$ cat src/logic/rgc_consts.svh
// register offsets, field positions, reset values and timing constants
`ifndef RGC_CONSTS_SVH
`define RGC_CONSTS_SVH
`define RGC_OFF_MAIN      4'h0
`define RGC_OFF_STATPOL   4'h4
`define RGC_OFF_VSEL      4'h8
`define RGC_OFF_CURRENT_CODE      4'hc
`define RGC_OFF_RSRC      4'h0
`define RGC_OFF_FSRC      4'h4
`define RGC_ADDR_W        5
`define RGC_BIT_EN        7
`define RGC_BIT_FALL_EDGE_SELECT      5
`define RGC_BIT_RISE_EDGE_SELECT      4
`define RGC_BIT_MODE_HI   3
`define RGC_BIT_MODE_LO   2
`define RGC_BIT_OS        1
`define RGC_BIT_GO        0
`define RGC_BIT_RDY       2
`define RGC_BIT_FALL_INPUT_POLARITY      1
`define RGC_BIT_RISE_INPUT_POLARITY      0
`define RGC_RST_BYTE      8'h00
`define RGC_MASK_MAIN     8'hbf
`define RGC_MASK_POL      8'h03
`define RGC_MASK_NIB      8'h0f
`define RGC_MASK_CURRENT_CODE     8'h1f
`define RGC_VSEL_SW0      4'h8
`define RGC_VSEL_SW1      4'h9
`define RGC_VSEL_RES7     4'h7
`define RGC_VSEL_MAXOK    4'h9
`define RGC_SRC_CMP_MAX   4'h3
`define RGC_SRC_PIN       4'h7
`define RGC_SRC_PWM_MIN   4'h8
`define RGC_SRC_PWM_MAX   4'ha
`define RGC_CLK_HZ        25000000
`define RGC_READY_NS      1000
`define RGC_ONESHOT_NS    50
`define RGC_RESP_OKAY     2'b00
`define RGC_RESP_SLVERR   2'b10
`endif

$ cat src/logic/rgc_pkg.sv
// types shared by the ramp generator control block
package rgc_pkg;
  typedef enum logic [1:0] {
    RGC_MODE_SLOPE,
    RGC_MODE_ALT,
    RGC_MODE_RISE,
    RGC_MODE_RSVD
  } rgc_mode_t;
  typedef enum logic [1:0] {
    RGC_SRC_CMP,
    RGC_SRC_PIN,
    RGC_SRC_PWM,
    RGC_SRC_NONE
  } rgc_src_t;
endpackage : rgc_pkg

$ cat src/logic/rgc_axil_slave.sv
// AXI4-Lite slave front end: single-beat write and read handshakes
`include "rgc_consts.svh"
module rgc_axil_slave
  import rgc_pkg::*;
#(
  parameter int ADDR_W = `RGC_ADDR_W
)
(
  input  wire logic              aclk,
  input  wire logic              aresetn,
  input  wire logic [ADDR_W-1:0] s_axi_awaddr,
  input  wire logic              s_axi_awvalid,
  output logic                   s_axi_awready,
  input  wire logic [31:0]       s_axi_wdata,
  input  wire logic [3:0]        s_axi_wstrb,
  input  wire logic              s_axi_wvalid,
  output logic                   s_axi_wready,
  output logic [1:0]             s_axi_bresp,
  output logic                   s_axi_bvalid,
  input  wire logic              s_axi_bready,
  input  wire logic [ADDR_W-1:0] s_axi_araddr,
  input  wire logic              s_axi_arvalid,
  output logic                   s_axi_arready,
  output logic [31:0]            s_axi_rdata,
  output logic [1:0]             s_axi_rresp,
  output logic                   s_axi_rvalid,
  input  wire logic              s_axi_rready,
  output logic                   wr_stb,
  output logic [ADDR_W-1:0]      wr_addr,
  output logic [7:0]             wr_data,
  input  wire logic              wr_ok,
  output logic [ADDR_W-1:0]      rd_addr,
  input  wire logic [7:0]        rd_data,
  input  wire logic              rd_ok
);
  logic              aw_have, next_aw_have, w_have, next_w_have;
  logic [ADDR_W-1:0] aw_q, next_aw_q;
  logic [7:0]        w_q, next_w_q;
  logic              w_en, next_w_en;
  logic              bvalid, next_bvalid, rvalid, next_rvalid;
  logic [1:0]        bresp, next_bresp, rresp, next_rresp;
  logic [31:0]       rdata, next_rdata;
  logic              go_wr, go_rd;
  logic              aw_rdy, next_aw_rdy, w_rdy, next_w_rdy;
  logic              ar_rdy, next_ar_rdy;

  // ready flags are registered copies of the slot state
  assign s_axi_awready = aw_rdy;
  assign s_axi_wready  = w_rdy;
  assign s_axi_arready = ar_rdy;
  assign s_axi_bvalid  = bvalid;
  assign s_axi_bresp   = bresp;
  assign s_axi_rvalid  = rvalid;
  assign s_axi_rresp   = rresp;
  assign s_axi_rdata   = rdata;
  assign wr_addr       = aw_q;
  assign wr_data       = w_q;
  assign rd_addr       = s_axi_araddr;
  assign go_wr         = aw_have & w_have & ~bvalid;
  assign go_rd         = s_axi_arvalid & ~rvalid;
  // only byte lane 0 carries implemented bits; others are dropped
  assign wr_stb        = go_wr & w_en;

  always_comb
  begin
    next_aw_have = aw_have;
    next_aw_q    = aw_q;
    next_w_have  = w_have;
    next_w_q     = w_q;
    next_w_en    = w_en;
    next_bvalid  = bvalid;
    next_bresp   = bresp;
    next_rvalid  = rvalid;
    next_rresp   = rresp;
    next_rdata   = rdata;
    if (s_axi_awvalid && s_axi_awready)
    begin
      next_aw_have = 1'b1;
      next_aw_q    = s_axi_awaddr;
    end
    if (s_axi_wvalid && s_axi_wready)
    begin
      next_w_have = 1'b1;
      next_w_q    = s_axi_wdata[7:0];
      next_w_en   = s_axi_wstrb[0];
    end
    if (go_wr)
    begin
      next_aw_have = 1'b0;
      next_w_have  = 1'b0;
      next_bvalid  = 1'b1;
      next_bresp   = wr_ok ? `RGC_RESP_OKAY : `RGC_RESP_SLVERR;
    end
    else if (bvalid && s_axi_bready)
      next_bvalid = 1'b0;
    if (go_rd)
    begin
      next_rvalid = 1'b1;
      next_rresp  = rd_ok ? `RGC_RESP_OKAY : `RGC_RESP_SLVERR;
      next_rdata  = {24'h000000, rd_data};
    end
    else if (rvalid && s_axi_rready)
      next_rvalid = 1'b0;
    next_aw_rdy = ~next_aw_have & ~next_bvalid;
    next_w_rdy  = ~next_w_have & ~next_bvalid;
    next_ar_rdy = ~next_rvalid;
  end

  always_ff @(posedge aclk)
  begin
    if (!aresetn)
    begin
      aw_have <= 1'b0;
      aw_q    <= '0;
      w_have  <= 1'b0;
      w_q     <= `RGC_RST_BYTE;
      w_en    <= 1'b0;
      bvalid  <= 1'b0;
      bresp   <= `RGC_RESP_OKAY;
      rvalid  <= 1'b0;
      rresp   <= `RGC_RESP_OKAY;
      rdata   <= 32'h00000000;
      aw_rdy  <= 1'b1;
      w_rdy   <= 1'b1;
      ar_rdy  <= 1'b1;
    end
    else
    begin
      aw_have <= next_aw_have;
      aw_q    <= next_aw_q;
      w_have  <= next_w_have;
      w_q     <= next_w_q;
      w_en    <= next_w_en;
      bvalid  <= next_bvalid;
      bresp   <= next_bresp;
      rvalid  <= next_rvalid;
      rresp   <= next_rresp;
      rdata   <= next_rdata;
      aw_rdy  <= next_aw_rdy;
      w_rdy   <= next_w_rdy;
      ar_rdy  <= next_ar_rdy;
    end
  end
endmodule : rgc_axil_slave

$ cat src/logic/rgc_ramp_ctrl.sv
// ramp generator control: registers, timing inputs and switch control
`include "rgc_consts.svh"
module rgc_ramp_ctrl
  import rgc_pkg::*;
#(
  parameter int CLK_HZ      = `RGC_CLK_HZ,
  parameter int READY_NS    = `RGC_READY_NS,
  parameter int ONESHOT_NS  = `RGC_ONESHOT_NS
)
(
  input  wire logic                   aclk,
  input  wire logic                   aresetn,
  input  wire logic [`RGC_ADDR_W-1:0] s_axi_awaddr,
  input  wire logic                   s_axi_awvalid,
  output logic                        s_axi_awready,
  input  wire logic [31:0]            s_axi_wdata,
  input  wire logic [3:0]             s_axi_wstrb,
  input  wire logic                   s_axi_wvalid,
  output logic                        s_axi_wready,
  output logic [1:0]                  s_axi_bresp,
  output logic                        s_axi_bvalid,
  input  wire logic                   s_axi_bready,
  input  wire logic [`RGC_ADDR_W-1:0] s_axi_araddr,
  input  wire logic                   s_axi_arvalid,
  output logic                        s_axi_arready,
  output logic [31:0]                 s_axi_rdata,
  output logic [1:0]                  s_axi_rresp,
  output logic                        s_axi_rvalid,
  input  wire logic                   s_axi_rready,
  input  wire logic [3:0]             cmp_sync,
  input  wire logic [2:0]             pwm_out,
  input  wire logic                   rise_pin,
  input  wire logic                   fall_pin,
  input  wire logic                   opamp_tristate,
  output logic                        analog_enable,
  output logic                        source_switch,
  output logic                        sink_switch,
  output logic                        discharge_switch,
  output logic [3:0]                  start_voltage_select,
  output logic                        start_voltage_connect,
  output logic [4:0]                  current_code,
  output logic [1:0]                  ramp_mode
);
  // least times round up to whole cycles
  localparam int READY_CYC =
    (READY_NS * (CLK_HZ / 1000000) + 999) / 1000;
  localparam int OS_CYC0 =
    (ONESHOT_NS * (CLK_HZ / 1000000) + 999) / 1000;
  localparam int OS_CYC = (OS_CYC0 < 1) ? 1 : OS_CYC0;

  logic [`RGC_ADDR_W-1:0] wr_addr, rd_addr;
  logic       wr_stb, wr_ok, rd_ok;
  logic [7:0] wr_data, rd_data;
  logic [7:0] main_r, next_main;
  logic [1:0] pol_r, next_pol;
  logic [3:0] vsel_r, next_vsel, rsrc_r, next_rsrc, fsrc_r, next_fsrc;
  logic [4:0] current_code_r, next_current_code;
  logic [9:0] rdy_cnt, next_rdy_cnt;
  logic       ready, next_ready;
  logic [3:0] os_cnt, next_os_cnt;
  logic       go_prev, next_go_prev;
  logic       rising, next_rising;
  logic       rise_ev, fall_ev, en, go, os_en, os_busy;
  logic       o_en, o_src, o_snk, o_dis, o_conn;
  logic       next_o_src, next_o_snk, next_o_dis, next_o_conn;
  rgc_mode_t  mode;

  assign en      = main_r[`RGC_BIT_EN];
  assign go      = main_r[`RGC_BIT_GO];
  assign os_en   = main_r[`RGC_BIT_OS];
  assign mode    = rgc_mode_t'(main_r[`RGC_BIT_MODE_HI:`RGC_BIT_MODE_LO]);
  assign os_busy = os_cnt != 4'h0;

  rgc_axil_slave #(.ADDR_W(`RGC_ADDR_W)) u_bus (
    .aclk(aclk), .aresetn(aresetn),
    .s_axi_awaddr(s_axi_awaddr), .s_axi_awvalid(s_axi_awvalid),
    .s_axi_awready(s_axi_awready), .s_axi_wdata(s_axi_wdata),
    .s_axi_wstrb(s_axi_wstrb), .s_axi_wvalid(s_axi_wvalid),
    .s_axi_wready(s_axi_wready), .s_axi_bresp(s_axi_bresp),
    .s_axi_bvalid(s_axi_bvalid), .s_axi_bready(s_axi_bready),
    .s_axi_araddr(s_axi_araddr), .s_axi_arvalid(s_axi_arvalid),
    .s_axi_arready(s_axi_arready), .s_axi_rdata(s_axi_rdata),
    .s_axi_rresp(s_axi_rresp), .s_axi_rvalid(s_axi_rvalid),
    .s_axi_rready(s_axi_rready),
    .wr_stb(wr_stb), .wr_addr(wr_addr), .wr_data(wr_data), .wr_ok(wr_ok),
    .rd_addr(rd_addr), .rd_data(rd_data), .rd_ok(rd_ok)
  );

  // the one-shot suppresses inputs; level inputs resume after it
  rgc_timing_input u_rise (
    .aclk(aclk), .aresetn(aresetn), .cmp_in(cmp_sync), .pin_in(rise_pin),
    .pwm_in(pwm_out), .src_code(rsrc_r), .active_low(pol_r[`RGC_BIT_RISE_INPUT_POLARITY]),
    .edge_mode(main_r[`RGC_BIT_RISE_EDGE_SELECT]), .armed(en & ~os_busy),
    .event_out(rise_ev)
  );
  rgc_timing_input u_fall (
    .aclk(aclk), .aresetn(aresetn), .cmp_in(cmp_sync), .pin_in(fall_pin),
    .pwm_in(pwm_out), .src_code(fsrc_r), .active_low(pol_r[`RGC_BIT_FALL_INPUT_POLARITY]),
    .edge_mode(main_r[`RGC_BIT_FALL_EDGE_SELECT]), .armed(en & ~os_busy),
    .event_out(fall_ev)
  );

  // register decode; bank 1 (addr bit 4) holds the source selects
  always_comb
  begin
    next_main = main_r;
    next_pol  = pol_r;
    next_vsel = vsel_r;
    next_current_code = current_code_r;
    next_rsrc = rsrc_r;
    next_fsrc = fsrc_r;
    wr_ok = 1'b1;
    if (wr_stb)
    begin
      unique case ({wr_addr[4], wr_addr[3:0]})
        {1'b0, `RGC_OFF_MAIN}:    next_main = wr_data & `RGC_MASK_MAIN;
        {1'b0, `RGC_OFF_STATPOL}: next_pol  = wr_data[1:0];
        {1'b0, `RGC_OFF_VSEL}:    next_vsel = wr_data[3:0];
        {1'b0, `RGC_OFF_CURRENT_CODE}:    next_current_code = wr_data[4:0];
        {1'b1, `RGC_OFF_RSRC}:    next_rsrc = wr_data[3:0];
        {1'b1, `RGC_OFF_FSRC}:    next_fsrc = wr_data[3:0];
        default:                  wr_ok = 1'b0;
      endcase
    end
    if (!next_main[`RGC_BIT_EN])
      next_main[`RGC_BIT_GO] = 1'b0;
    rd_ok   = 1'b1;
    rd_data = 8'h00;
    unique case ({rd_addr[4], rd_addr[3:0]})
      {1'b0, `RGC_OFF_MAIN}:    rd_data = main_r;
      {1'b0, `RGC_OFF_STATPOL}: rd_data = {5'h00, ready, pol_r};
      {1'b0, `RGC_OFF_VSEL}:    rd_data = {4'h0, vsel_r};
      {1'b0, `RGC_OFF_CURRENT_CODE}:    rd_data = {3'h0, current_code_r};
      {1'b1, `RGC_OFF_RSRC}:    rd_data = {4'h0, rsrc_r};
      {1'b1, `RGC_OFF_FSRC}:    rd_data = {4'h0, fsrc_r};
      default:                  rd_ok = 1'b0;
    endcase
  end

  // ready settles after enable; software waits on it before start
  always_comb
  begin
    next_rdy_cnt = rdy_cnt;
    next_ready   = ready;
    if (!en)
    begin
      next_rdy_cnt = 10'h000;
      next_ready   = 1'b0;
    end
    else if (!ready)
    begin
      next_rdy_cnt = rdy_cnt + 10'h001;
      next_ready   = (rdy_cnt == 10'(READY_CYC - 1));
    end
  end

  // ramp direction and one-shot; falling input dominates rising
  always_comb
  begin
    next_go_prev = go;
    next_os_cnt  = os_busy ? os_cnt - 4'h1 : 4'h0;
    next_rising  = rising;
    if (go && !go_prev && os_en)
      next_os_cnt = 4'(OS_CYC);
    if (!go)
      next_rising = 1'b0;
    else if (fall_ev)
    begin
      next_rising = 1'b0;
      if (os_en)
        next_os_cnt = 4'(OS_CYC);
    end
    else if (rise_ev)
    begin
      next_rising = 1'b1;
      // in slope and rising modes the one-shot only times discharge
      if (os_en && mode == RGC_MODE_ALT)
        next_os_cnt = 4'(OS_CYC);
    end
  end

  always_comb
  begin
    next_o_src  = 1'b0;
    next_o_snk  = 1'b0;
    next_o_dis  = 1'b1;
    if (en && go && !(go && !go_prev && os_en))
    begin
      unique case (mode)
        RGC_MODE_ALT:
        begin
          next_o_src = next_rising;
          next_o_snk = ~next_rising;
          next_o_dis = 1'b0;
        end
        RGC_MODE_SLOPE, RGC_MODE_RISE:
        begin
          // discharge holds from a falling event until the next rising event
          next_o_src = next_rising & (mode == RGC_MODE_RISE);
          next_o_snk = next_rising & (mode == RGC_MODE_SLOPE);
          next_o_dis = ~next_rising | (os_busy & os_en);
        end
        RGC_MODE_RSVD: next_o_dis = 1'b1;
      endcase
    end
    next_o_conn = !(opamp_tristate &&
      (vsel_r == `RGC_VSEL_SW0 || vsel_r == `RGC_VSEL_SW1)) &&
      vsel_r != `RGC_VSEL_RES7 && vsel_r <= `RGC_VSEL_MAXOK;
  end

  always_ff @(posedge aclk)
  begin
    if (!aresetn)
    begin
      main_r  <= `RGC_RST_BYTE;
      pol_r   <= 2'h0;
      vsel_r  <= 4'h0;
      current_code_r  <= 5'h00;
      rsrc_r  <= 4'h0;
      fsrc_r  <= 4'h0;
      rdy_cnt <= 10'h000;
      ready   <= 1'b0;
      os_cnt  <= 4'h0;
      go_prev <= 1'b0;
      rising  <= 1'b0;
      o_en    <= 1'b0;
      o_src   <= 1'b0;
      o_snk   <= 1'b0;
      o_dis   <= 1'b1;
      o_conn  <= 1'b0;
    end
    else
    begin
      main_r  <= next_main;
      pol_r   <= next_pol;
      vsel_r  <= next_vsel;
      current_code_r  <= next_current_code;
      rsrc_r  <= next_rsrc;
      fsrc_r  <= next_fsrc;
      rdy_cnt <= next_rdy_cnt;
      ready   <= next_ready;
      os_cnt  <= next_os_cnt;
      go_prev <= next_go_prev;
      rising  <= next_rising;
      o_en    <= next_main[`RGC_BIT_EN];
      o_src   <= next_o_src;
      o_snk   <= next_o_snk;
      o_dis   <= next_o_dis;
      o_conn  <= next_o_conn;
    end
  end

  assign analog_enable         = o_en;
  assign source_switch         = o_src;
  assign sink_switch           = o_snk;
  assign discharge_switch      = o_dis;
  assign start_voltage_select  = vsel_r;
  assign start_voltage_connect = o_conn;
  assign current_code          = current_code_r;
  assign ramp_mode             = main_r[`RGC_BIT_MODE_HI:`RGC_BIT_MODE_LO];
endmodule : rgc_ramp_ctrl

$ cat src/logic/rgc_timing_input.sv
// one timing input: source select, polarity, edge or level detection
`include "rgc_consts.svh"
module rgc_timing_input
  import rgc_pkg::*;
(
  input  wire logic       aclk,
  input  wire logic       aresetn,
  input  wire logic [3:0] cmp_in,
  input  wire logic       pin_in,
  input  wire logic [2:0] pwm_in,
  input  wire logic [3:0] src_code,
  input  wire logic       active_low,
  input  wire logic       edge_mode,
  input  wire logic       armed,
  output logic            event_out
);
  logic     raw;
  logic     pol;
  logic     prev;
  logic     next_prev;
  rgc_src_t kind;

  always_comb
  begin
    kind = RGC_SRC_NONE;
    if (src_code <= `RGC_SRC_CMP_MAX)
      kind = RGC_SRC_CMP;
    else if (src_code == `RGC_SRC_PIN)
      kind = RGC_SRC_PIN;
    else if (src_code >= `RGC_SRC_PWM_MIN && src_code <= `RGC_SRC_PWM_MAX)
      kind = RGC_SRC_PWM;
    unique case (kind)
      RGC_SRC_CMP: raw = cmp_in[src_code[1:0]];
      RGC_SRC_PIN: raw = pin_in;
      RGC_SRC_PWM: raw = pwm_in[2'(src_code - `RGC_SRC_PWM_MIN)];
      RGC_SRC_NONE: raw = 1'b0;
    endcase
    pol = raw ^ active_low;
    // track the level while disarmed too: a level held through the
    // one-shot must not count as a fresh edge afterwards
    next_prev = pol;
    // edge: clocked compare against last cycle's level
    event_out = armed & (edge_mode ? (pol & ~prev) : pol);
  end

  always_ff @(posedge aclk)
  begin
    if (!aresetn)
      prev <= 1'b0;
    else
      prev <= next_prev;
  end
endmodule : rgc_timing_input

$ cat config.mk
export PLATFORM = sky130hd
export DESIGN_NAME = rgc_ramp_ctrl
export DESIGN_NICKNAME = d
export VERILOG_FILES = /design/src/logic/rgc_pkg.sv /design/src/logic/rgc_axil_slave.sv /design/src/logic/rgc_ramp_ctrl.sv /design/src/logic/rgc_timing_input.sv
export VERILOG_INCLUDE_DIRS = /design/src /design/src/logic
export SDC_FILE = /design/constraint.sdc
export NUM_CORES = 1
export LEC_CHECK = 0
export BUFFER_PORTS_ARGS = -buffer_cell sky130_fd_sc_hd__clkbuf_2
export CELL_PAD_IN_SITES_DETAIL_PLACEMENT = 1
export CELL_PAD_IN_SITES_GLOBAL_PLACEMENT = 2
export CORE_AREA = 2 2 119 121
export DETAILED_ROUTE_END_ITERATION = 12
export DIE_AREA = 0 0 121 123
export GPL_TIMING_DRIVEN = 1
export HOLD_SLACK_MARGIN = 0.06
export PLACE_DENSITY_LB_ADDON = 0.3
export SLEW_MARGIN = 20
export SYNTH_ARGS = -nofsm -noshare
export SYNTH_HDL_FRONTEND = slang
export SYNTH_HIERARCHICAL = 1
export SYNTH_SLANG_ARGS = --single-unit
$ cat constraint.sdc
create_clock -name aclk -period 3.5 [get_ports aclk]
set_clock_uncertainty 0.1 [all_clocks]
set_input_delay 1.05 -clock aclk [delete_from_list [all_inputs] [get_ports aclk]]
set_output_delay 1.05 -clock aclk [all_outputs]
set_load 0.01 [all_outputs]
Word level (Yosys, flattened, before mapping)
Cells that the tools add are included.
{"block": "word_totals", "in_bits": 63, "out_inout_bits": 57, "ff_bits": 82, "wordCells": 183}
{"block": "classes", "eq_ne": 25, "n_reduce_logical": 36, "bitwise": 27, "magnitude_cmp": 11, "addsub": 4, "muxes": 48}
{"operator": "$pmux 8 s6", "count": 1}
{"operator": "$mux 4", "count": 7}
{"operator": "$mux 1", "count": 23}
{"operator": "$eq 5x4->1 const B", "count": 4}
{"operator": "$eq 5x5->1 const B", "count": 4}
{"operator": "$reduce_and 2->1", "count": 9}
{"operator": "$mux 8", "count": 2}
{"operator": "$and 1x1->1", "count": 14}
{"operator": "$logic_and 1x1->1", "count": 14}
{"operator": "$eq 2x2->1 const B", "count": 6}
{"operator": "$le 4x4->1 const B", "count": 3}
{"operator": "$lt 2x3->1 const B", "count": 4}
{"operator": "$mux 2", "count": 6}
{"operator": "$reduce_or 6->1", "count": 2}
{"operator": "$add 10x1->10 const B", "count": 1}
{"operator": "$eq 10x5->1 const B", "count": 1}
{"operator": "$eq 5x3->1 const B", "count": 2}
{"operator": "$logic_not 5->1", "count": 2}
{"operator": "$not 1->1", "count": 10}
{"operator": "$bmux 1 s2", "count": 4}
{"operator": "$eq 4x3->1 const B", "count": 2}
{"operator": "$eq 4x4->1 const B", "count": 2}
{"operator": "$ge 4x4->1 const B", "count": 2}
{"operator": "$le 4x2->1 const B", "count": 2}
{"operator": "other kinds (14)", "count": 24}

Depth between registers and ports, before layout
Gate-level depths: netlist (run 1).
{"block": "logic_depth", "word_depth": 17, "mapped_depth": 8, "depth_no_buf": 8}

Cells and area by module
The synthesis (run 1) kept the hierarchy.
{"module": "rgc_ramp_ctrl", "area_each_um2": 2233.4, "cells_per_inst": 244, "seq_area_each_um2": 940.9, "instances": 1}
{"module": "rgc_axil_slave", "area_each_um2": 1440.1, "cells_per_inst": 159, "seq_area_each_um2": 620.6, "instances": 1}
{"module": "rgc_timing_input", "area_each_um2": 173.9, "cells_per_inst": 17, "seq_area_each_um2": 20.0, "instances": 2}

Worst setup path before layout (run 1)
OpenSTA, ideal clock, no wires.
{"block": "synth_timing", "kind": "input to register", "from": "input port pwm_out[2]", "to": "register o_snk, in the netlist sink_switch", "setup_ps": 86, "arrival_ps": 2608, "path_buffers": 0, "slack_ps": 707, "required_time_ps": 3314, "cell_stages": 7, "path_cell_list": "mux4_2 -> nor2_2 -> a2bb2oi_2 -> mux2i_1 -> nor2_1 -> or3_1 -> a211oi_1"}
{"block": "synth_via", "elab_chain_len": 12, "word_cells_on_any_way": 20, "classes_between": "mux (12); bitwise (8)"}
{"item": "start: declaration", "line": "rgc_ramp_ctrl.sv:31", "rtl": "input wire logic [2:0] pwm_out,"}
{"item": "$bmux 1 s2 (*)", "line": "rgc_timing_input.sv:35", "rtl": "RGC_SRC_PWM: raw = pwm_in[2'(src_code - `RGC_SRC_PWM_MIN)];"}
{"item": "$mux 1 (*)", "line": "rgc_timing_input.sv:35"}
{"item": "$pmux 1 s4 (*)", "line": "rgc_timing_input.sv:32", "rtl": "unique case (kind)"}
{"item": "$xor 1x1->1 (*)", "line": "rgc_timing_input.sv:38", "rtl": "pol = raw ^ active_low;"}
{"item": "$and 1x1->1", "line": "rgc_timing_input.sv:43", "rtl": "event_out = armed & (edge_mode ? (pol & ~prev) : pol);"}
{"item": "$mux 1 (*)", "line": "rgc_timing_input.sv:43"}
{"item": "$and 1x1->1 (*)", "line": "rgc_timing_input.sv:43"}
{"item": "net rise_ev", "line": "rgc_ramp_ctrl.sv:63", "rtl": "logic rise_ev, fall_ev, en, go, os_en, os_busy;"}
{"item": "$mux 1 (*)", "line": "rgc_ramp_ctrl.sv:173", "rtl": "else if (rise_ev)"}
{"item": "$mux 1 (*)", "line": "rgc_ramp_ctrl.sv:167", "rtl": "else if (fall_ev)"}
{"item": "$mux 1 (*)", "line": "rgc_ramp_ctrl.sv:165", "rtl": "if (!go)"}
{"item": "$and 1x1->1 or $not 1->1 (tied branches)", "line": "rgc_ramp_ctrl.sv:200, rgc_ramp_ctrl.sv:193"}
{"item": "$pmux 1 s2 (*)", "line": "rgc_ramp_ctrl.sv:189", "rtl": "unique case (mode)"}
{"item": "end signal: assignment", "line": "rgc_ramp_ctrl.sv:247", "rtl": "o_snk <= next_o_snk;"}
{"item": "end: declaration", "line": "rgc_ramp_ctrl.sv:64", "rtl": "logic o_en, o_src, o_snk, o_dis, o_conn;"}
Mark *: on every way through the listed nets, which the timed path passes. The rest lies on a longest branch. The select of a mux whose other input is x is not followed.
A chain may end at the register's enable or synchronous reset.

Final worst setup path (run 1)
{"block": "layout_timing", "from": "input port pwm_out[2]", "to": "register o_dis, in the netlist discharge_switch"}
{"block": "layout_via", "word_cells_on_any_way": 20, "classes_between": "mux (12); bitwise (8)"}
{"item": "$bmux 1 s2 (*)", "line": "rgc_timing_input.sv:35"}
{"item": "$mux 1 (*)", "line": "rgc_timing_input.sv:35"}
{"item": "$pmux 1 s4 (*)", "line": "rgc_timing_input.sv:32"}
{"item": "$xor 1x1->1 (*)", "line": "rgc_timing_input.sv:38"}
{"item": "$and 1x1->1", "line": "rgc_timing_input.sv:43"}
{"item": "$mux 1 (*)", "line": "rgc_timing_input.sv:43"}
{"item": "$and 1x1->1 (*)", "line": "rgc_timing_input.sv:43"}
{"item": "net fall_ev", "line": "rgc_ramp_ctrl.sv:63"}
{"item": "$mux 1 (*)", "line": "rgc_ramp_ctrl.sv:167"}
{"item": "$mux 1 (*)", "line": "rgc_ramp_ctrl.sv:165"}
{"item": "$not 1->1 (*)", "line": "rgc_ramp_ctrl.sv:201", "rtl": "next_o_dis = ~next_rising | (os_busy & os_en);"}
{"item": "$or 1x1->1 (*)", "line": "rgc_ramp_ctrl.sv:201"}
{"item": "$pmux 1 s3 (*)", "line": "rgc_ramp_ctrl.sv:189"}
{"item": "end signal: assignment", "line": "rgc_ramp_ctrl.sv:248", "rtl": "o_dis <= next_o_dis;"}
{"item": "end: declaration", "line": "rgc_ramp_ctrl.sv:64"}
Marked as above.

==> reports/metrics.yaml, run 1 <==
crit_path_max_incr_delay_ns: 0.48
intPower_mw: 1.62
cts_hold_repair.buffers: 0
io_buffer_count: 65
syn_to_final_growth_pct: 15.9
cts-resized-gates: 0
initial_utilization_pct: 29.3
avgRoutedWirePerCell_um: 14.6
antenna_cells_inserted: 0
report.power.total_mw: 2.09
drv.max_cap_violation_count: 0
cts_inserted_buffers: 9
finalSetupViolations: 0
top_fanout_value_on_the_critical_path: 5
drt.antenna.violating_nets: 0
pwr-share-clk_pct: 48.6
cts_tree: "built"
cell_at_the_root_of_the_clock_tree: "sky130_fd_sc_hd__clkbuf_16"
grt_start_max_net_pins: 34
number_of_global_route_vias_before_repair: 3128
slowest_cell_on_crit_path: "sky130_fd_sc_hd__mux4_2"
globalRoute.totalOverflow: 0
fp.dieW_um: 121
worstPathCellList: "clkbuf_2 -> mux4_2 -> nor2_2 -> a2bb2oi_2 -> mux2i_1 -> nand2b_1 -> a2111oi_0 -> o21bai_1"
row_count: 43
core_area_mm2: 0.0136
routabilityCongestion: 0.720
drt-total-wl_um: 9800
setup_tns_ns: 0
floorplan.io_pins: 120
switchingPower_mw: 0.473
min-delay-path-class: "reg2reg"
power_density_over_cell_area_mw_per_mm2: 452
final_period_minus_worst_setup_slack_ns: 2.79
drt-pass1-iter-count: 4
proportion_of_layout_cells_with_a_drive_suffix_above_1_pct: 24.9
critPathCaptureType: "flop"
comb_power_share_pct: 6.5
worst_slew_margin_rel_pct: 35.3
cellLeakagePower_nw: 1.88
clk_path_buf_depth: 2
die_h_um: 123
power.sequential.fraction_pct: 44.8
power_switching_share_pct: 22.7
die_area_mm2: 0.0149
cts_post_setup_buffers_inserted: 0
final_hold_viol_count: 0
clkSinkCount: 79
period_utilization_post_route_pct: 79.7
clock_transition_time_at_the_flip_flop_clock_pins_of_the_worst_setup_and_hold_paths_ns: 0.06
run_status: "finished, final reports clean"
detailedPlacementHpwl_um: 7360
rsz0062_at_grt: "false"
remaining_drcs: 0
track_usage_pct: 14.0
num-nets-final: 550
path_class: "in2reg"
post_drt_via_cell_ratio: 4.59
timing.critical_path.buf_inv: 1
peakVddDrop_mv: 0.213
synthesis.instances: 433
htreeDepth: 3
drt_first_iter_violations: 92
grt_first_pass_wirelength_um: 16000
timing.critical_path.from: "pwm_out[2]"
max_freq_ghz: 0.359
kind_of_cell_adding_the_most_delay_to_the_critical_path: "compound AO/OA/AOI/OAI gates"
reg2reg_slack_ns: 0.97
clk-insertion-delay-late_ns: 0.34
timing.critical_path.from_type: "input port"
ys_warn_count: 6
critical_path_required_ns: 3.62
measured_slew_at_the_worst_slew_check_pin_ns: 0.963
grt_antenna_before_repair: 1
max_slew_violations: 0
post_synth.cell_area_avg_um2: 9.21
critPathArrivalTime_ns: 2.90
synth.cell_area_mm2: 0.00399
min_from: "u_bus/wr_data[2]$_SDFFE_PN0P_"
route.vias.total: 3078
critical_path.reg2reg.startpoint: "fsrc_r[3]$_SDFFE_PN0P_"
## final timing paths
check	depth (start not counted)	end
setup / recovery	8	discharge_switch$_SDFF_PN1_
hold / removal	2	u_bus/wr_data[2]$_SDFFE_PN0P_
setup reg to reg	7	discharge_switch$_SDFF_PN1_
hold reg to reg	2	u_bus/wr_data[2]$_SDFFE_PN0P_
## flip-flops by register name, indices dropped and copies added (netlist names), 2 cells and up
| register | count |
|---|---|
| current_code | 5 |
| fsrc_r | 4 |
| main_r | 7 |
| os_cnt | 4 |
| pol_r | 2 |
| rdy_cnt | 10 |
| rsrc_r | 4 |
| start_voltage_select | 4 |
| u_bus/s_axi_rdata | 8 |
| u_bus/wr_addr | 5 |
| u_bus/wr_data | 7 |
## metrics by stage
stage	utilization (%)	std cells	hold slack [ns]	setup WS [ns]	cell area (µm²)
after floorplan	-	458	0.330	0.707	4080
after CTS	33.9	670	0.362	0.729	4620
after detailed placement	31.6	654	0.352	0.370	4300
final	33.9	670	0.361	0.712	4620
after global placement	31.6	654	0.349	0.399	4300
after global routing	33.9	670	0.375	0.586	4620
## worst register-to-register path, cell delays in order, from the launching register on
cell                        delay (ns)
sky130_fd_sc_hd__dfxtp_1          0.47
sky130_fd_sc_hd__mux4_2           0.56
sky130_fd_sc_hd__nor2_2           0.11
sky130_fd_sc_hd__a2bb2oi_2        0.24
sky130_fd_sc_hd__mux2i_1          0.14
sky130_fd_sc_hd__nand2b_1         0.22
sky130_fd_sc_hd__a2111oi_0        0.46
sky130_fd_sc_hd__o21bai_1         0.11
## power groups by stage
| stage | clock (mW) | combinational (mW) | sequential, mW |
|---|---|---|---|
| 2_1_floorplan | 0 | 0.118 | 0.956 |
| 3_3_place_gp | 0 | 0.136 | 0.957 |
| 3_5_place_dp | 0 | 0.139 | 0.958 |
| 4_1_cts | 1.05 | 0.139 | 0.938 |
| 5_1_grt | 1.09 | 0.154 | 0.941 |
| 6_report | 1.02 | 0.136 | 0.937 |
## per-layer routing
| layer | track usage (%) | wire, µm | up-vias |
|---|---|---|---|
| met4 | 5.60 | 192 | 2 |
| met3 | 4.75 | 533 | 18 |
| met1 | 17.5 | 4560 | 1443 |
| li1 | - | - | 1546 |
| met5 | 0 | 13 | - |
| met2 | 22.1 | 4500 | 69 |
## area by class of cell
class	count	area (µm²)
Clock inverter	6	83.8
Timing Repair Buffer	67	340
Sequential cell	79	1580
Multi-Input combinational cell	320	2120
Tap cell	180	225
Clock buffer	10	239
Fill cell	1596	8990
Inverter	8	30.0
## cells in the final DEF, fill, tap and decap left out, types with 6 or more instances in the layout
cell                        instances
sky130_fd_sc_hd__a21boi_1          11
sky130_fd_sc_hd__a21boi_2           8
sky130_fd_sc_hd__a21oi_1           13
sky130_fd_sc_hd__clkbuf_16          9
sky130_fd_sc_hd__clkbuf_2          65
sky130_fd_sc_hd__conb_1            27
sky130_fd_sc_hd__dfxtp_1           79
sky130_fd_sc_hd__inv_1              8
sky130_fd_sc_hd__mux2_2             6
sky130_fd_sc_hd__mux2i_1           33
sky130_fd_sc_hd__nand2_1           87
sky130_fd_sc_hd__nand2b_1          10
sky130_fd_sc_hd__nand3_1            8
sky130_fd_sc_hd__nor2_1            16
(Power assumes the default switching activity.)
==> run 2: changes to the inputs <==
--- a/config.mk
+++ b/config.mk
@@ -9,9 +9,9 @@
 export BUFFER_PORTS_ARGS = -buffer_cell sky130_fd_sc_hd__clkbuf_2
 export CELL_PAD_IN_SITES_DETAIL_PLACEMENT = 1
 export CELL_PAD_IN_SITES_GLOBAL_PLACEMENT = 2
-export CORE_AREA = 2 2 119 121
+export CORE_AREA = 2 2 126 128
 export DETAILED_ROUTE_END_ITERATION = 12
-export DIE_AREA = 0 0 121 123
+export DIE_AREA = 0 0 128 130
 export GPL_TIMING_DRIVEN = 1
 export HOLD_SLACK_MARGIN = 0.06
 export PLACE_DENSITY_LB_ADDON = 0.3
==> constraint.sdc (replaced) <==
create_clock -name aclk -period 2.5 [get_ports aclk]
set_clock_uncertainty 0.1 [all_clocks]
set_input_delay 0.75 -clock aclk [delete_from_list [all_inputs] [get_ports aclk]]
set_output_delay 0.75 -clock aclk [all_outputs]
set_load 0.01 [all_outputs]
==> reports/metrics.yaml, run 2 (same netlist as run 1, synthesis figures left out) <==
run_status: "finished, final reports clean"
layout_commonest_cell: "sky130_fd_sc_hd__nand2_1"
critical_path_cell_count: 8
avgRoutedWirePerCell_um: 14.6
remaining_drcs: 0
drt-pass1-iter-count: 4
finalSetupViolations: 0
report.power.total_mw: 2.86
period_utilization_post_route_pct: 95.5
largest_reg_flops: 10
rsz0062_at_grt: "false"
timing.critical_path.from_type: "input port"
stdcell_area_mm2: 0.00472
r2r_end: "sink_switch$_SDFF_PN0_"
timing.critical_path.to: "sink_switch$_SDFF_PN0_"
max_slew_violations: 0
path_class: "in2reg"
die_h_um: 130
place_area_mm2: 0.00438
number_of_cells_on_the_worst_reg_to_reg_path: 7
num-nets-final: 561
cell_at_the_root_of_the_clock_tree: "sky130_fd_sc_hd__clkbuf_16"
worstPathCellList: "clkbuf_2 -> mux4_2 -> nor2_2 -> a2bb2oi_2 -> mux2i_1 -> nand2b_1 -> or3_1 -> a211oi_2"
grt_first_pass_wirelength_um: 16500
power_density_over_cell_area_mw_per_mm2: 607
globalRoute.totalOverflow: 0
number_of_global_route_vias_before_repair: 3212
clk_path_buf_depth: 2
final_hold_viol_count: 0
drv.max_cap_violation_count: 0
reg2reg_slack_ns: 0.19
floorplan.io_pins: 120
core_area_mm2: 0.0154
routabilityCongestion: 0.754
detailroute.wirelength.met2_um: 5030
largest_register: "rdy_cnt"
track_usage_pct: 12.7
met1_length_um: 4610
critical_path_required_ns: 2.65
max_freq_ghz: 0.419
detailedPlacementHpwl_um: 7790
cellLeakagePower_nw: 1.94
clk-insertion-delay-late_ns: 0.34
kind_of_cell_adding_the_most_delay_to_the_critical_path: "simple AND/OR/NAND/NOR gates"
drt-total-wl_um: 10100
min-delay-path-class: "reg2reg"
syn_to_final_growth_pct: 18.5
final_cell_mix: "87 x sky130_fd_sc_hd__nand2_1, 78 x sky130_fd_sc_hd__dfxtp_1, 65 x sky130_fd_sc_hd__clkbuf_2"
final_period_minus_worst_setup_slack_ns: 2.39
top_fanout_value_on_the_critical_path: 3
die_area_mm2: 0.0166
slowest_cell_on_crit_path: "sky130_fd_sc_hd__mux4_2"
crit_path_max_incr_delay_ns: 0.48
htreeDepth: 3
timing.critical_path.from: "pwm_out[2]"
cts_tree: "built"
clkSinkCount: 79
io_buffer_count: 65
grt_antenna_before_repair: 0
post_drt_via_cell_ratio: 4.53
routed.top_layer: "met4"
detailroute.wirelength.met3_um: 422
cts_hold_repair.buffers: 0
row_count: 46
critical_path.reg2reg.startpoint: "rsrc_r[3]$_SDFFE_PN0P_"
clock_transition_time_at_the_flip_flop_clock_pins_of_the_worst_setup_and_hold_paths_ns: 0.06
multi_input_comb_area_mm2: 0.00214
proportion_of_layout_cells_with_a_drive_suffix_above_1_pct: 27.3
antenna_cells_inserted: 0
grt_start_max_net_pins: 31
drt.antenna.violating_nets: 0
fp.dieW_um: 128
peakVddDrop_mv: 0.351
cts_inserted_buffers: 9
drt_first_iter_violations: 143
sequential_cell_area_mm2: 0.00158
critPathArrivalTime_ns: 2.54
fill_cells: 1822
initial_utilization_pct: 25.8
critPathCaptureType: "flop"
route.vias.total: 3140
timing.critical_path.buf_inv: 1
-- run 2: worst min path at each step --
stage / start / endpoint / depth (start not counted)
floorplan: u_bus/w_en$_SDFFE_PN0P_ / u_bus/w_en$_SDFFE_PN0P_ / 2
global placement: u_bus/w_en$_SDFFE_PN0P_ / u_bus/w_en$_SDFFE_PN0P_ / 2
detailed placement: u_bus/w_en$_SDFFE_PN0P_ / u_bus/w_en$_SDFFE_PN0P_ / 2
CTS: u_bus/wr_data[5]$_SDFFE_PN0P_ / u_bus/wr_data[5]$_SDFFE_PN0P_ / 2
global route: u_bus/w_en$_SDFFE_PN0P_ / u_bus/w_en$_SDFFE_PN0P_ / 2
finish: u_bus/wr_data[5]$_SDFFE_PN0P_ / u_bus/wr_data[5]$_SDFFE_PN0P_ / 2
-- run 2: final cells by class --
cell class / count / area share (%)
multi-input combinational: 320 / 45.2
sequential: 79 / 33.5
inverter: 8 / 0.636
clock buffer: 13 / 5.72
tap: 192 / 5.09
clock inverter: 3 / 0.848
timing repair buffer: 78 / 8.96
-- run 2: timing repair --
item | 4_1_cts | 5_1_grt
setup buffers | 0 | 2
resized for setup | 1 | 6
setup endpoints to repair | 1 | 6
hold endpoints to repair | 0 | 0
-- run 2: power breakdown --
group	internal [mW]	switching (mW)	total (mW)
logic	0.0811	0.115	0.196
clock network	0.852	0.504	1.36
registers	1.29	0.0247	1.31
total	2.22	0.644	2.86
-- run 2: per-stage QoR --
step	setup TNS, ns	setup slack (ns)	instances	util [%]	hold slack, ns
2_1_floorplan	0	0.00674	458	-	0.330
3_3_place_gp	-0.678	-0.173	675	28.4	0.348
3_5_place_dp	-0.878	-0.287	675	28.4	0.354
4_1_cts	0	0.0146	691	30.4	0.364
5_1_grt	0	0.00553	693	30.6	0.382
6_report	0	0.113	693	30.6	0.357
-- run 2: tightest hold or removal path: stages, from the launching register on --
cell                       delay, ns
sky130_fd_sc_hd__dfxtp_1        0.31
sky130_fd_sc_hd__nand2_1        0.05
sky130_fd_sc_hd__a21boi_1       0.05
-- run 2: routing by layer --
metal,vias to the layer above,global-route usage [%]
met5,-,0
met4,0,3.30
met3,6,3.65
met1,1508,15.4
met2,62,22.4
li1,1564,-
==> run 3: changes to the inputs <==
--- a/config.mk
+++ b/config.mk
@@ -15,6 +15,7 @@
 export GPL_TIMING_DRIVEN = 1
 export HOLD_SLACK_MARGIN = 0.06
 export PLACE_DENSITY_LB_ADDON = 0.3
+export REMOVE_ABC_BUFFERS = 1
 export SLEW_MARGIN = 20
 export SYNTH_ARGS = -nofsm -noshare
 export SYNTH_HDL_FRONTEND = slang
==> reports/metrics.yaml, run 3 (same netlist as run 1, synthesis figures left out) <==
num-nets-final: 561
finalSetupViolations: 0
largest_register: "rdy_cnt"
io_buffer_count: 65
hold_slack_ns: 0.350
cts_inserted_buffers: 9
period_utilization_post_route_pct: 94.9
critPathArrivalTime_ns: 2.53
fill_cells: 1819
cell_at_the_root_of_the_clock_tree: "sky130_fd_sc_hd__clkbuf_16"
routed.top_layer: "met4"
proportion_of_layout_cells_with_a_drive_suffix_above_1_pct: 27.3
fp.dieW_um: 128
critPathCaptureType: "flop"
clk-insertion-delay-late_ns: 0.34
peakVddDrop_mv: 0.303
core_area_mm2: 0.0154
timing.critical_path.from_type: "input port"
drt_first_iter_violations: 138
final_cell_mix: "87 x sky130_fd_sc_hd__nand2_1, 79 x sky130_fd_sc_hd__dfxtp_1, 65 x sky130_fd_sc_hd__clkbuf_2"
routabilityCongestion: 0.703
drt-pass1-iter-count: 4
htreeDepth: 3
slowest_cell_on_crit_path: "sky130_fd_sc_hd__mux4_2"
largest_reg_flops: 10
place_area_mm2: 0.00440
avgRoutedWirePerCell_um: 15.1
drv.max_cap_violation_count: 0
path_class: "in2reg"
grt_antenna_before_repair: 0
top_fanout_value_on_the_critical_path: 4
globalRoute.totalOverflow: 0
route.vias.total: 3156
max_slew_violations: 0
die_h_um: 130
kind_of_cell_adding_the_most_delay_to_the_critical_path: "multiplexers"
clkSinkCount: 79
min-delay-path-class: "reg2reg"
run_status: "finished, final reports clean"
clk_path_buf_depth: 2
layout_commonest_cell: "sky130_fd_sc_hd__nand2_1"
antenna_cells_inserted: 0
setup_tns_ns: 0
row_count: 46
drt.antenna.violating_nets: 0
power_density_over_cell_area_mw_per_mm2: 596
stdcell_area_mm2: 0.00471
final_period_minus_worst_setup_slack_ns: 2.37
worstPathCellList: "clkbuf_2 -> mux4_2 -> nor2_2 -> a2bb2oi_2 -> mux2i_2 -> nor2_1 -> or3_1 -> a211oi_1"
detailedPlacementHpwl_um: 7860
cts_tree: "built"
post_drt_via_cell_ratio: 4.55
final_hold_viol_count: 0
detailroute.wirelength.met3_um: 365
remaining_drcs: 0
track_usage_pct: 13.3
detailroute.wirelength.met2_um: 4950
clock_transition_time_at_the_flip_flop_clock_pins_of_the_worst_setup_and_hold_paths_ns: 0.06
critical_path_required_ns: 2.66
number_of_global_route_vias_before_repair: 3323
initial_utilization_pct: 25.8
syn_to_final_growth_pct: 18.1
met1_length_um: 4980
crit_path_max_incr_delay_ns: 0.47
drt-total-wl_um: 10400
max_freq_ghz: 0.422
cts_post_setup_buffers_inserted: 0
die_area_mm2: 0.0166
timing.critical_path.buf_inv: 1
cts_hold_repair.buffers: 0
cellLeakagePower_nw: 1.91
grt_start_max_net_pins: 24
floorplan.io_pins: 120
grt_first_pass_wirelength_um: 17100
rsz0062_at_grt: "false"
run 3: per-stage QoR:
stage	setup WS [ns]	std cells	utilization [%]	power (mW)
after global placement	-0.243	677	28.5	1.54
after floorplan	0.00674	407	-	1.44
final	0.128	693	30.5	2.80
after CTS	0.0493	693	30.4	2.85
after global routing	0.0148	693	30.5	2.94
after detailed placement	-0.246	677	28.5	1.54
run 3: final cells by class:
cell class	count	area [µm²]	area share [%]
inverter	8	30.0	0.638
sequential	79	1580	33.6
multi-input combinational	320	2140	45.5
clock buffer	11	253	5.37
timing repair buffer	78	423	8.98
clock inverter	5	40.0	0.851
tap	192	240	5.10
run 3: path summary, 6_finish.rpt:
path	startpoint	end	slack (ns)	cells past startpoint
max reg2reg	os_cnt[1]$_SDFF_PN0_	sink_switch$_SDFF_PN0_	0.17	9
max	pwm_out[2]	sink_switch$_SDFF_PN0_	0.13	8
min	u_bus/w_en$_SDFFE_PN0P_	u_bus/w_en$_SDFFE_PN0P_	0.35	2
min reg2reg	u_bus/w_en$_SDFFE_PN0P_	u_bus/w_en$_SDFFE_PN0P_	0.35	2
run 3: routing by layer:
layer	GRT usage, %	vias up
met1	17.1	1519
met5	0	-
met4	3.88	0
met2	22.1	59
met3	3.24	10
li1	-	1568
run 3: report_power, final:
part / leakage, nW / internal, mW / switching (mW)
sequential: 0.641 / 1.29 / 0.0246
clock: 0.134 / 0.732 / 0.560
combinational: 1.14 / 0.0823 / 0.117
total: 1.91 / 2.10 / 0.702
run 3: worst min-delay path: cells and delay by family, from the launching register on:
family	cells	cell delay, ns
compound gates	1	0.05
flops	1	0.30
simple gates	1	0.05
run 3: timing repair:
| item | in CTS | in global routing |
|---|---|---|
| pin swaps | 0 | 0 |
| setup endpoints to repair | 1 | 4 |
| cloned | 0 | 0 |
| gates resized for setup | 2 | 5 |
